**src/serial_port_pkg.sv**
```systemverilog
package serial_port_pkg;
   // register addresses on the plain register port
   localparam logic [3:0] ADDR_STATUS_CONTROL = 4'h0;
   localparam logic [3:0] ADDR_CONTROL_ONE    = 4'h1;
   localparam logic [3:0] ADDR_CONTROL_TWO    = 4'h2;
   localparam logic [3:0] ADDR_DATA_BUFFER    = 4'h3;
   localparam logic [3:0] ADDR_IRQ_STATUS     = 4'h4;
   localparam logic [3:0] ADDR_IRQ_MASK       = 4'h5;
   // status/control fields
   localparam int STAT_PORT_ENABLE   = 15;
   localparam int STAT_HALT_IN_IDLE  = 13;
   localparam int STAT_RX_OVERFLOW   = 6;
   localparam int STAT_TX_FULL       = 1;
   localparam int STAT_RX_FULL       = 0;
   // control one fields
   localparam int C1_CLOCK_PIN_DIS   = 12;
   localparam int C1_DATA_OUT_DIS    = 11;
   localparam int C1_WORD_SIZE       = 10;
   localparam int C1_SAMPLE_PHASE    = 9;
   localparam int C1_CLOCK_EDGE      = 8;
   localparam int C1_SELECT_PIN_EN   = 7;
   localparam int C1_CLOCK_POLARITY  = 6;
   localparam int C1_MASTER_ENABLE   = 5;
   localparam int C1_SEC_PRESCALE_LO = 2;
   localparam int C1_PRI_PRESCALE_LO = 0;
   // control two fields
   localparam int C2_FRAMED_ENABLE   = 15;
   localparam int C2_FSYNC_DIRECTION = 14;
   localparam int C2_FSYNC_POLARITY  = 13;
   localparam int C2_FSYNC_EDGE      = 1;
   // writable masks and reset values
   localparam logic [15:0] STAT_WR_MASK = 16'hA000;
   localparam logic [15:0] C1_WR_MASK   = 16'h1FFF;
   localparam logic [15:0] C2_WR_MASK   = 16'hE002;
   localparam logic [15:0] REG_RESET    = 16'h0000;
   // interrupt event bits and word lengths
   localparam int IRQ_TX_EMPTY = 0;
   localparam int IRQ_RX_FULL  = 1;
   localparam int IRQ_OVERFLOW = 2;
   localparam int IRQ_WIDTH    = 3;
   localparam int WORD_BITS    = 16;
   localparam int BYTE_BITS    = 8;
   typedef enum logic [1:0] {
      ST_IDLE  = 2'b00,
      ST_LOAD  = 2'b01,
      ST_SHIFT = 2'b11,
      ST_DONE  = 2'b10
   } xfer_state_t;
endpackage : serial_port_pkg

```
**src/spi_serial_port.sv**
```systemverilog
// Design decisions made here: strobed register access and the placing of the registers.
`timescale 1ns/1ps
// Functional notes
// - data shifts through a 16-bit shift register beside a software buffer.
// - master drives serial clock pin; slave takes it as input.
// - master clock-disable bit stops the clock and releases its pin.
// - data-output-disable bit releases the data output pin.
// - master sample phase: end of data time if set, middle if clear.
// - clock-edge clear changes data idle-to-active, set active-to-idle.
// - slave select-pin-enable decides whether select pin is used.
// - clock polarity set idles high, clear idles low.
// - primary prescale 00 divides by 64; secondary divides further.
// - frame sync polarity set is active-high, clear active-low.
module spi_serial_port (
   // clock and reset
   input  wire logic        clk,
   input  wire logic        rst_b,
   input  wire logic        clk_en,
   // register port
   input  wire logic [3:0]  reg_addr,
   input  wire logic [15:0] reg_wdata,
   input  wire logic        reg_write,
   input  wire logic        reg_read,
   output logic      [15:0] reg_rdata,
   // serial clock pin
   input  wire logic        serial_clock_pin_in,
   output logic             serial_clock_pin_out,
   output logic             serial_clock_pin_oe,
   // data pins
   input  wire logic        serial_data_in_pin,
   output logic             serial_data_out_pin,
   output logic             serial_data_out_oe,
   // slave select / frame sync pin
   input  wire logic        slave_select_pin_in,
   output logic             slave_select_pin_out,
   output logic             slave_select_pin_oe,
   // interrupt
   output logic             irq
);
   import serial_port_pkg::*;

   logic [15:0] status_control;
   logic [15:0] serial_control_one;
   logic [15:0] serial_control_two;
   logic [15:0] tx_buffer;
   logic [15:0] data_buffer;
   logic [15:0] shift_register;
   logic [15:0] tx_shift;
   logic        transmit_full_flag;
   logic        receive_full_flag;
   logic        receive_overflow_flag;
   logic [IRQ_WIDTH-1:0] irq_status;
   logic [IRQ_WIDTH-1:0] irq_mask;
   xfer_state_t state;
   logic [4:0]  bit_count;
   logic [8:0]  div_count;
   logic        sck_int;
   logic        half_tick;
   logic        frame_active;
   logic        fsync_hold;
   logic [2:0]  sck_sync;
   logic [1:0]  ss_sync;
   logic [1:0]  sdi_sync;

   // control field views
   logic       port_enable;
   logic       clock_pin_disable;
   logic       data_out_disable;
   logic       word_size_select;
   logic       sample_phase;
   logic       clock_edge;
   logic       select_pin_enable;
   logic       clock_polarity;
   logic       master_enable;
   logic [2:0] secondary_prescale;
   logic [1:0] primary_prescale;
   logic       framed_enable;
   logic       frame_sync_direction;
   logic       frame_sync_polarity;
   logic       frame_sync_edge;
   assign port_enable          = status_control[STAT_PORT_ENABLE];
   assign clock_pin_disable    = serial_control_one[C1_CLOCK_PIN_DIS];
   assign data_out_disable     = serial_control_one[C1_DATA_OUT_DIS];
   assign word_size_select     = serial_control_one[C1_WORD_SIZE];
   assign sample_phase         = serial_control_one[C1_SAMPLE_PHASE];
   assign clock_edge           = serial_control_one[C1_CLOCK_EDGE];
   assign select_pin_enable    = serial_control_one[C1_SELECT_PIN_EN];
   assign clock_polarity       = serial_control_one[C1_CLOCK_POLARITY];
   assign master_enable        = serial_control_one[C1_MASTER_ENABLE];
   assign secondary_prescale   = serial_control_one[C1_SEC_PRESCALE_LO +: 3];
   assign primary_prescale     = serial_control_one[C1_PRI_PRESCALE_LO +: 2];
   assign framed_enable        = serial_control_two[C2_FRAMED_ENABLE];
   assign frame_sync_direction = serial_control_two[C2_FSYNC_DIRECTION];
   assign frame_sync_polarity  = serial_control_two[C2_FSYNC_POLARITY];
   assign frame_sync_edge      = serial_control_two[C2_FSYNC_EDGE];

   // divider reload: half-period of the master clock in system cycles, minus one
   function automatic logic [8:0] half_period(input logic [1:0] pri, input logic [2:0] sec);
      logic [8:0] p;
      logic [8:0] s;
      p = 9'h000;
      s = {6'h00, 3'h7 - sec} + 9'h001;
      case (pri)
         2'b00:   p = 9'h020;
         2'b01:   p = 9'h008;
         2'b10:   p = 9'h002;
         default: p = 9'h001;
      endcase
      half_period = 9'((p * s) - 9'h001);
   endfunction : half_period

   logic       wr_data;
   logic       rd_data;
   logic       load_word;
   logic       word_done;
   logic [4:0] word_len;
   logic       edge_active;
   logic       edge_idle;
   logic       sample_now;
   logic       change_now;
   logic       slave_selected;
   logic       slave_sck;
   logic       slave_sck_prev;
   logic       sdi;
   assign wr_data   = reg_write && reg_addr == ADDR_DATA_BUFFER;
   assign rd_data   = reg_read && reg_addr == ADDR_DATA_BUFFER;
   assign word_len  = word_size_select ? 5'(WORD_BITS) : 5'(BYTE_BITS);
   assign sdi       = sdi_sync[1];
   assign slave_sck      = sck_sync[1] ^ clock_polarity;
   assign slave_sck_prev = sck_sync[2] ^ clock_polarity;
   assign slave_selected = !select_pin_enable || framed_enable || !ss_sync[1];

   // clock edges in active sense: rising is idle-to-active
   always_comb begin
      if (master_enable) begin
         edge_active = half_tick && !sck_int;
         edge_idle   = half_tick && sck_int;
      end else begin
         edge_active = slave_sck && !slave_sck_prev && slave_selected;
         edge_idle   = !slave_sck && slave_sck_prev && slave_selected;
      end
   end
   // framed modes ignore the edge bit
   assign change_now = (clock_edge && !framed_enable) ? edge_idle : edge_active;
   // end-of-time sampling uses the next change edge
   assign sample_now = (master_enable && sample_phase) ? change_now
                     : ((clock_edge && !framed_enable) ? edge_active : edge_idle);
   assign load_word  = state == ST_IDLE && transmit_full_flag && port_enable;
   assign word_done  = state == ST_DONE;

   // input synchronisers
   always_ff @(posedge clk or negedge rst_b) begin
      if (!rst_b) begin
         sck_sync <= 3'h0;
         ss_sync  <= 2'h3;
         sdi_sync <= 2'h0;
      end else if (clk_en) begin
         sck_sync <= {sck_sync[1:0], serial_clock_pin_in};
         ss_sync  <= {ss_sync[0], slave_select_pin_in};
         sdi_sync <= {sdi_sync[0], serial_data_in_pin};
      end
   end

   // registers written by software
   always_ff @(posedge clk or negedge rst_b) begin
      if (!rst_b) begin
         status_control     <= REG_RESET;
         serial_control_one <= REG_RESET;
         serial_control_two <= REG_RESET;
         irq_mask           <= '0;
      end else if (clk_en && reg_write) begin
         case (reg_addr)
            ADDR_STATUS_CONTROL: status_control <= reg_wdata & STAT_WR_MASK;
            ADDR_CONTROL_ONE:    serial_control_one <= reg_wdata & C1_WR_MASK;
            ADDR_CONTROL_TWO:    serial_control_two <= reg_wdata & C2_WR_MASK;
            ADDR_IRQ_MASK:       irq_mask <= reg_wdata[IRQ_WIDTH-1:0];
            default: ;
         endcase
      end
   end

   // buffer flags; hardware set wins over clear, but port disable clears both full flags over any set
   always_ff @(posedge clk or negedge rst_b) begin
      if (!rst_b) begin
         tx_buffer             <= 16'h0000;
         transmit_full_flag    <= 1'b0;
         receive_full_flag     <= 1'b0;
         receive_overflow_flag <= 1'b0;
         data_buffer           <= 16'h0000;
      end else if (clk_en) begin
         if (wr_data) begin
            tx_buffer          <= reg_wdata;
            transmit_full_flag <= 1'b1;
         end else if (load_word) begin
            transmit_full_flag <= 1'b0;
         end
         if (word_done && receive_full_flag && !rd_data) begin
            receive_overflow_flag <= 1'b1;
         end else if (reg_write && reg_addr == ADDR_STATUS_CONTROL
                      && !reg_wdata[STAT_RX_OVERFLOW]) begin
            receive_overflow_flag <= 1'b0;
         end
         if (word_done && !(receive_full_flag && !rd_data)) begin
            data_buffer       <= word_size_select ? shift_register : {8'h00, shift_register[7:0]};
            receive_full_flag <= 1'b1;
         end else if (rd_data) begin
            receive_full_flag <= 1'b0;
         end
         if (!port_enable) begin
            transmit_full_flag <= 1'b0;
            receive_full_flag  <= 1'b0;
         end
      end
   end

   // transfer engine and master clock generator
   always_ff @(posedge clk or negedge rst_b) begin
      if (!rst_b) begin
         state          <= ST_IDLE;
         shift_register <= 16'h0000;
         tx_shift       <= 16'h0000;
         bit_count      <= 5'h00;
         div_count      <= 9'h000;
         sck_int        <= 1'b0;
         half_tick      <= 1'b0;
         frame_active   <= 1'b0;
         fsync_hold     <= 1'b0;
      end else if (clk_en) begin
         half_tick <= 1'b0;
         case (state)
            ST_IDLE: begin
               sck_int <= 1'b0;
               if (load_word) begin
                  shift_register <= word_size_select ? tx_buffer : {tx_buffer[7:0], 8'h00};
                  tx_shift       <= word_size_select ? tx_buffer : {tx_buffer[7:0], 8'h00};
                  bit_count      <= word_len;
                  div_count      <= half_period(primary_prescale, secondary_prescale);
                  frame_active   <= framed_enable;
                  fsync_hold     <= framed_enable && !frame_sync_edge;
                  state          <= ST_LOAD;
               end
            end
            ST_LOAD: state <= ST_SHIFT;
            ST_SHIFT: begin
               // disabled clock freezes the master engine
               if (master_enable && !clock_pin_disable) begin
                  if (div_count == 9'h000) begin
                     div_count <= half_period(primary_prescale, secondary_prescale);
                     half_tick <= 1'b1;
                  end else begin
                     div_count <= div_count - 9'h001;
                  end
                  if (half_tick) begin
                     sck_int <= !sck_int;
                  end
               end
               if (sample_now) begin
                  shift_register <= {shift_register[14:0], sdi};
                  bit_count      <= bit_count - 5'h01;
                  fsync_hold     <= 1'b0;
                  frame_active   <= frame_active && frame_sync_edge && bit_count == word_len;
                  if (bit_count == 5'h01) begin
                     state <= ST_DONE;
                  end
               end
               // leading-edge change keeps the first bit that load already presents
               if (change_now && ((clock_edge && !framed_enable) || bit_count != word_len)) begin
                  tx_shift <= {tx_shift[14:0], 1'b0};
               end
               if (!port_enable) begin
                  state <= ST_IDLE;
               end
            end
            ST_DONE: state <= ST_IDLE;
            default: state <= ST_IDLE;
         endcase
      end
   end

   // pins and interrupt, all registered
   always_ff @(posedge clk or negedge rst_b) begin
      if (!rst_b) begin
         serial_clock_pin_out <= 1'b0;
         serial_clock_pin_oe  <= 1'b0;
         serial_data_out_pin  <= 1'b0;
         serial_data_out_oe   <= 1'b0;
         slave_select_pin_out <= 1'b1;
         slave_select_pin_oe  <= 1'b0;
         irq_status           <= '0;
         irq                  <= 1'b0;
      end else if (clk_en) begin
         serial_clock_pin_out <= sck_int ^ clock_polarity;
         serial_clock_pin_oe  <= port_enable && master_enable && !clock_pin_disable;
         serial_data_out_pin  <= tx_shift[15];
         serial_data_out_oe   <= port_enable && !data_out_disable;
         // frame sync pulse, master direction drives it
         slave_select_pin_out <= ((fsync_hold || (frame_active && state == ST_SHIFT
                                   && bit_count == word_len)) ? 1'b1 : 1'b0)
                                 ~^ frame_sync_polarity;
         slave_select_pin_oe  <= port_enable && framed_enable && !frame_sync_direction;
         irq_status[IRQ_TX_EMPTY] <= load_word || (irq_status[IRQ_TX_EMPTY] &&
            !(reg_write && reg_addr == ADDR_IRQ_STATUS && reg_wdata[IRQ_TX_EMPTY]));
         irq_status[IRQ_RX_FULL]  <= (word_done && !receive_full_flag) || (irq_status[IRQ_RX_FULL]
            && !(reg_write && reg_addr == ADDR_IRQ_STATUS && reg_wdata[IRQ_RX_FULL]));
         irq_status[IRQ_OVERFLOW] <= (word_done && receive_full_flag) || (irq_status[IRQ_OVERFLOW]
            && !(reg_write && reg_addr == ADDR_IRQ_STATUS && reg_wdata[IRQ_OVERFLOW]));
         irq <= |(irq_status & irq_mask);
      end
   end

   // read port: data one cycle after the strobe
   always_ff @(posedge clk or negedge rst_b) begin
      if (!rst_b) begin
         reg_rdata <= 16'h0000;
      end else if (clk_en) begin
         reg_rdata <= 16'h0000;
         if (reg_read) begin
            case (reg_addr)
               ADDR_STATUS_CONTROL: reg_rdata <= status_control
                  | (16'(receive_overflow_flag) << STAT_RX_OVERFLOW)
                  | (16'(transmit_full_flag) << STAT_TX_FULL)
                  | (16'(receive_full_flag) << STAT_RX_FULL);
               ADDR_CONTROL_ONE: reg_rdata <= serial_control_one;
               ADDR_CONTROL_TWO: reg_rdata <= serial_control_two;
               ADDR_DATA_BUFFER: reg_rdata <= data_buffer;
               ADDR_IRQ_STATUS:  reg_rdata <= {13'h0, irq_status};
               ADDR_IRQ_MASK:    reg_rdata <= {13'h0, irq_mask};
               default:          reg_rdata <= 16'h0000;
            endcase
         end
      end
   end
endmodule : spi_serial_port

```
**config.mk**
```make
export PLATFORM = sky130hd
export DESIGN_NAME = spi_serial_port
export DESIGN_NICKNAME = d
export VERILOG_FILES = /design/src/serial_port_pkg.sv /design/src/spi_serial_port.sv
export SDC_FILE = /design/constraint.sdc
export NUM_CORES = 1
export LEC_CHECK = 0
export BUFFER_PORTS_ARGS = -buffer_cell sky130_fd_sc_hd__buf_2
export CAP_MARGIN = 5
export CORE_ASPECT_RATIO = 0.9
export CORE_MARGIN = 3
export CORE_UTILIZATION = 40
export CTS_CLUSTER_SIZE = 14
export DETAILED_ROUTE_END_ITERATION = 6
export PLACE_DENSITY = 0.68
export SETUP_SLACK_MARGIN = 0.1
export SLEW_MARGIN = 20
export SYNTH_ARGS = -nofsm -noshare
export SYNTH_HDL_FRONTEND = slang
export SYNTH_SLANG_ARGS = --single-unit
```
**constraint.sdc**
```tcl
create_clock -name clk -period 9.9 [get_ports clk]
set_input_delay 0 -clock clk [delete_from_list [all_inputs] [get_ports clk]]
set_output_delay 0 -clock clk [all_outputs]
set_load 0.05 [all_outputs]
```
==> results of run 1 <==
==> registers in the layout, summed over array words and instances, names as in the netlist, 4 cells and up <==
register / cells
data_buffer: 16
bit_count: 5
serial_control_one: 13
shift_register: 16
serial_control_two: 4
reg_rdata: 16
tx_buffer: 16
div_count: 9
tx_shift: 16
==> metrics by stage <==
step	hold slack (ns)	power (mW)	instance area, um2	worst slack [ns]
detailed placement	0.02821	1.610	7911	6.188
global placement	0.02767	1.590	7911	6.347
finish	0.05136	2.196	8701	6.191
global route	0.06333	2.344	8701	5.902
floorplan	-0.2956	1.419	7480	6.565
CTS	0.03719	2.201	8673	6.216
==> area by class of cell <==
cell class | instances | area, um2
Timing Repair Buffer | 80 | 559.3
Sequential cell | 142 | 3557
Fill cell | 1688 | 9256
Clock inverter | 12 | 88.84
Clock buffer | 19 | 442.9
Inverter | 52 | 195.2
Tap cell | 240 | 300.3
Multi-Input combinational cell | 489 | 3557
==> where the power goes <==
part	total (mW)	internal (mW)	switching (mW)	leakage, nW
registers	0.886	0.735	0.151	1.83
clock network	0.581	0.326	0.254	0.252
logic	0.730	0.324	0.406	1.92
==> worst min-delay path, cell delays in order <==
cell and delay, ns:
buf_2 0.12, nand4_1 0.15, mux2_2 0.17
==> routing by layer <==
metal	part of all wire	global-route usage
met1	0.49	0.2702
met5	0	0
met4	0.019	0.06961
met2	0.44	0.2742
met3	0.048	0.03178
==> cells by family (layout without fill, tap and decap cells) <==
| family | Yosys count | after routing | share of synthesized area |
|---|---|---|---|
| compound gates | 168 | 168 | 0.1462 |
| xor+xnor | 15 | 15 | 0.01957 |
| fa+ha+maj | 30 | 30 | 0.05520 |
| buf+inv | 91 | 163 | 0.04918 |
| flops | 142 | 142 | 0.4756 |
| mux | 90 | 90 | 0.1340 |
| simple gates | 186 | 186 | 0.1203 |
==> final timing paths <==
check,slack [ns],to
min reg2reg,0.47,data_buffer[10]
max reg2reg,6.19,div_count[8]
max in group asynchronous,8.66,shift_register[5]
min in group asynchronous,0.12,serial_clock_pin_out
max,6.19,div_count[8]
min,0.05,status_control[15]
==> what timing repair did <==
item	CTS	global route
hold endpoints to repair	108	0
hold buffers	23	0
gates resized for setup	0	0
==> cells in the final DEF, fill, tap and decap left out, types with 22 or more instances in the layout <==
master and count:
a21oi_1 30, nor2_1 22, o22ai_1 35, buf_2 49, mux2i_1 24, mux2_2 63, inv_1 52, o21ai_0 35
ha_1 24, dlygate4sd3_1 23, nand2_1 86, dfrtp_1 139
==> flow_metrics.py, run 1 <==
metrics = {
    "run_status": {
        "status": "complete, no violations",
    },
    "place": {
        "place.gp.congestion": 0.8475,
        "post-dp-hpwl_mm": 12.59,
        "portBuffers": 50,
        "placed_cells": 979,
    },
    "logic_synthesis": {
        "yosysMostFrequentCell": "dfrtp_1",
        "synth_edf_count": 0,
        "synth_top_area_frac": 0.4650,
        "syn-cell-area_um2": 7480,
        "yosys-top-cells-count": "dfrtp_1, nand2_1, mux2_2",
        "synthCells": 722,
        "synth.area.top_cells": "dfrtp_1, mux2_2, nand2_1, ha_1, mux2i_1",
        "ys_types": 66,
        "synth_top_cell_by_area": "dfrtp_1",
        "yosys_warnings": 0,
        "yosysSeqAreaShare": 0.4756,
        "syn-mean-instance-area_um2": 10.36,
        "async_flop_share": 1.000,
        "ys_dominant_reg_cell": "dfrtp_1",
        "ys_seq_elements": 142,
        "synth_fp_nets": 780,
    },
    "timing": {
        "hold_violations": 0,
        "slew_viol_final": 0,
        "relSlewSlack": 0.3148,
        "clock_skew_ns": 0.009326,
        "finalSetupViolCount": 0,
        "clock.fmax_mhz": 269.6,
        "tns_ns": 0,
        "rsz0062_at_grt": "false",
        "tightest_slew_ns": 1.024,
        "period_share": 0.3746,
        "period_needed_ns": 3.709,
    },
    "worst_setup_path": {
        "cp_max_fo": 7,
        "arrival_ns": 4.04,
        "worstRegToRegCells": 14,
        "slowest_delay_ns": 0.48,
        "cp_top_family": "adder cells",
        "endpoint_kind": "flip-flop",
        "critPathRequiredTime_ns": 10.23,
        "r2r-start": "serial_control_one[2]",
        "worstPathCellList": "inv_1, ha_1, xnor2_1, nand2_1, ha_1, inv_1, ha_1, fa_1, ha_1, inv_1, o31ai_1, a31oi_1, xnor2_1, o31ai_1",
        "crit_type": "flip-flop to flip-flop",
        "worst_path_most_repeated_cell": "ha_1",
        "cp.depth": 14,
        "startpoint": "serial_control_one[2]",
        "crit_buf_inv": 3,
        "startpoint_type": "flip-flop",
        "slowest_stage": "fa_1",
    },
    "cts": {
        "numCtsBuffers": 17,
        "post-cts-setup-buffers": 0,
        "ctsLongestPathBuffers": 2,
        "htree_levels": 4,
        "ctsRootBufferMaster": "clkbuf_16",
        "clock_sinks": 142,
        "clk_pin_slew_ns": 0.06,
        "tritoncts": "built",
        "clk_latency_ns": 0.42,
    },
    "min_path": {
        "worstHoldPathCells": 3,
        "min_from": "reg_write",
        "hold_class": "primary input to flip-flop",
    },
    "routing": {
        "dr_total_vias": 5691,
        "post-route-drc-count": 0,
        "wl_per_cell_um": 17.46,
        "vias_per_cell": 5.504,
        "firstDrtPassIters": 5,
        "finalWirelength_mm": 18.05,
        "ant_nets": 0,
        "drt_iter0_drc": 546,
    },
    "global_route": {
        "globalRouteOverflowTotal": 0,
        "grt_pass1_wl_mm": 29.47,
        "grt_start_max_net_pins": 83,
        "grt_pass1_vias": 5534,
        "antenna_found_initial": 0,
        "gr-usage-all-layers": 0.1846,
    },
    "die": {
        "num_rows": 46,
        "die_area_um2": 20380,
        "initial_utilization": 0.4165,
        "coreArea_um2": 17960,
        "ios": 51,
        "die_x_um": 150.1,
        "die_h_um": 135.7,
    },
    "final_layout": {
        "nets": 840,
        "post-route-util": 0.4845,
        "drive_above_1_share": 0.2116,
        "areaGrowthSynthToFinish_pct": 16.33,
        "n_antenna_cell": 0,
        "final-instance-count-excl-fill": 1034,
    },
    "power_and_ir_drop": {
        "p_leak_nw": 4.010,
        "max-vdd-ir-drop_mv": 0.08887,
        "powerDensity_nw_per_um2": 252.4,
    },
    "run": {
        "maxCapViolCount": 0,
    },
}
No activity file was read; power rests on OpenSTA's default activity.
==> run 2: changes to the inputs <==
clock period = 3.6 ns   (was 9.9 ns; I/O delays follow)
==> flow_metrics.py, run 2 (synthesis results as in run 1) <==
metrics = {
    "worst_setup_path": {
        "slowest_delay_ns": 0.43,
        "worst_path_most_repeated_cell": "ha_1",
        "worstRegToRegCells": 15,
        "crit_type": "flip-flop to flip-flop",
        "critPathRequiredTime_ns": 3.88,
        "arrival_ns": 3.64,
        "startpoint": "serial_control_one[3]",
        "endpoint_kind": "flip-flop",
        "rrSetupSlack_ns": 0.24,
        "startpoint_type": "flip-flop",
        "worstReg2RegEnd": "div_count[8]",
        "cp_max_fo": 4,
        "worstPathCellList": "inv_1, ha_1, xnor2_2, nand2_1, ha_1, inv_1, ha_1, fa_1, ha_1, a21o_1, a21oi_1, o31ai_2, a31oi_1, xnor2_1, o31ai_1",
        "slowest_stage": "fa_1",
        "crit_end": "div_count[8]",
        "r2r-start": "serial_control_one[3]",
    },
    "routing": {
        "dr_total_vias": 5727,
        "drt_iter0_drc": 539,
        "ant_nets": 0,
        "wl_per_cell_um": 17.48,
        "post-route-drc-count": 0,
        "vias_per_cell": 5.501,
        "finalWirelength_mm": 18.19,
        "firstDrtPassIters": 5,
    },
    "timing": {
        "clock.fmax_mhz": 297.5,
        "rsz0062_at_grt": "true",
        "hold_violations": 0,
        "tns_ns": 0,
        "slew_viol_final": 0,
        "tightest_slew_ns": 1.026,
        "relSlewSlack": 0.3145,
        "clock_skew_ns": 0.007769,
        "finalSetupViolCount": 0,
        "period_share": 0.9336,
        "period_needed_ns": 3.361,
    },
    "cts": {
        "numCtsBuffers": 17,
        "htree_levels": 4,
        "ctsRootBufferMaster": "clkbuf_16",
        "clock_sinks": 142,
        "ctsLongestPathBuffers": 2,
        "clk_pin_slew_ns": 0.06,
        "tritoncts": "built",
        "post-cts-setup-buffers": 0,
        "clk_latency_ns": 0.42,
    },
    "die": {
        "coreArea_um2": 17960,
        "initial_utilization": 0.4165,
        "die_area_um2": 20380,
        "die_x_um": 150.1,
        "num_rows": 46,
        "die_h_um": 135.7,
        "ios": 51,
    },
    "power_and_ir_drop": {
        "power_mw": 6.210,
        "p_leak_nw": 4.063,
        "powerDensity_nw_per_um2": 706.1,
        "max-vdd-ir-drop_mv": 0.3466,
    },
    "final_layout": {
        "final_cell_mix": "dfrtp_1, nand2_1, mux2_2",
        "final_common_cell": "dfrtp_1",
        "final-instance-count-excl-fill": 1041,
        "areaGrowthSynthToFinish_pct": 17.58,
        "drive_above_1_share": 0.2172,
        "nFillCells": 1639,
        "nets": 846,
        "n_antenna_cell": 0,
    },
    "global_route": {
        "grt_pass1_wl_mm": 29.36,
        "globalRouteOverflowTotal": 0,
        "gr-usage-all-layers": 0.1853,
        "antenna_found_initial": 0,
        "grt_start_max_net_pins": 99,
        "grt_pass1_vias": 5443,
    },
    "min_path": {
        "hold_class": "primary input to flip-flop",
    },
    "place": {
        "portBuffers": 50,
        "placed_cells": 985,
        "post-dp-hpwl_mm": 12.75,
        "place.gp.congestion": 0.8717,
    },
    "run": {
        "maxCapViolCount": 0,
    },
    "run_status": {
        "status": "complete, no violations",
    },
}
-- run 2: what timing repair did --
action,in CTS,in global routing
hold endpoints to repair,144,0
hold buffers,24,0
endpoints found under the setup margin,0,4
gates resized for setup,0,2
-- run 2: final cells by class --
| class | instances | area (um2) | area share |
|---|---|---|---|
| multi-input cells | 489 | 3570 | 0.4059 |
| inverters | 52 | 195.2 | 0.02219 |
| well taps | 240 | 300.3 | 0.03414 |
| flip-flops and latches | 142 | 3557 | 0.4045 |
| repair buffers | 86 | 599.3 | 0.06815 |
| clock buffers | 20 | 436.7 | 0.04965 |
| clock inverters | 12 | 136.4 | 0.01551 |
-- run 2: routing by layer --
layer	vias to the layer above	part of all wire	global-route usage
li1	2711	-	-
met1	2810	0.47	0.2674
met2	184	0.45	0.2790
met3	22	0.066	0.04517
met4	0	0.013	0.05132
met5	-	0	0
-- run 2: worst max-delay path: cells and delay by family, from the launching register on --
kind                       cells  cell delay, ns
adders and majority gates      5            1.57
AOI/OAI and AO/OA              5            0.74
DFF                            1            0.39
xor gates and xnor gates       2            0.32
buffers and inverters          2            0.11
and+or+nand+nor                1            0.07
-- run 2: power by group --
part	total, mW	switching [mW]	internal, mW
Clock	1.72	0.698	1.03
Combinational	2.08	1.16	0.920
Sequential	2.41	0.383	2.02
-- run 2: per-stage QoR --
stage / setup WS, ns / util / cell area [um2] / hold slack [ns]
floorplan: 0.2651 / - / 7480 / -0.2956
global placement: 0.2490 / 0.4438 / 7969 / 0.1659
detailed placement: 0.2077 / 0.4438 / 7969 / 0.1705
CTS: 0.2215 / 0.4891 / 8782 / 0.03113
global route: 0.07351 / 0.4898 / 8795 / 0.05681
finish: 0.2392 / 0.4898 / 8795 / 0.05271
-- run 2: worst min-delay path by stage --
stage / start / end / slack (ns) / cells past startpoint
after floorplan: rst_b / bit_count[0] / -0.30 / 0
after global placement: rst_b / sck_sync[0] / 0.17 / 1
after detailed placement: rst_b / sck_sync[0] / 0.17 / 1
final: reg_addr[0] / reg_rdata[13] / 0.05 / 3
after global routing: reg_addr[0] / reg_rdata[13] / 0.06 / 3
after CTS: reg_addr[0] / reg_rdata[13] / 0.03 / 3
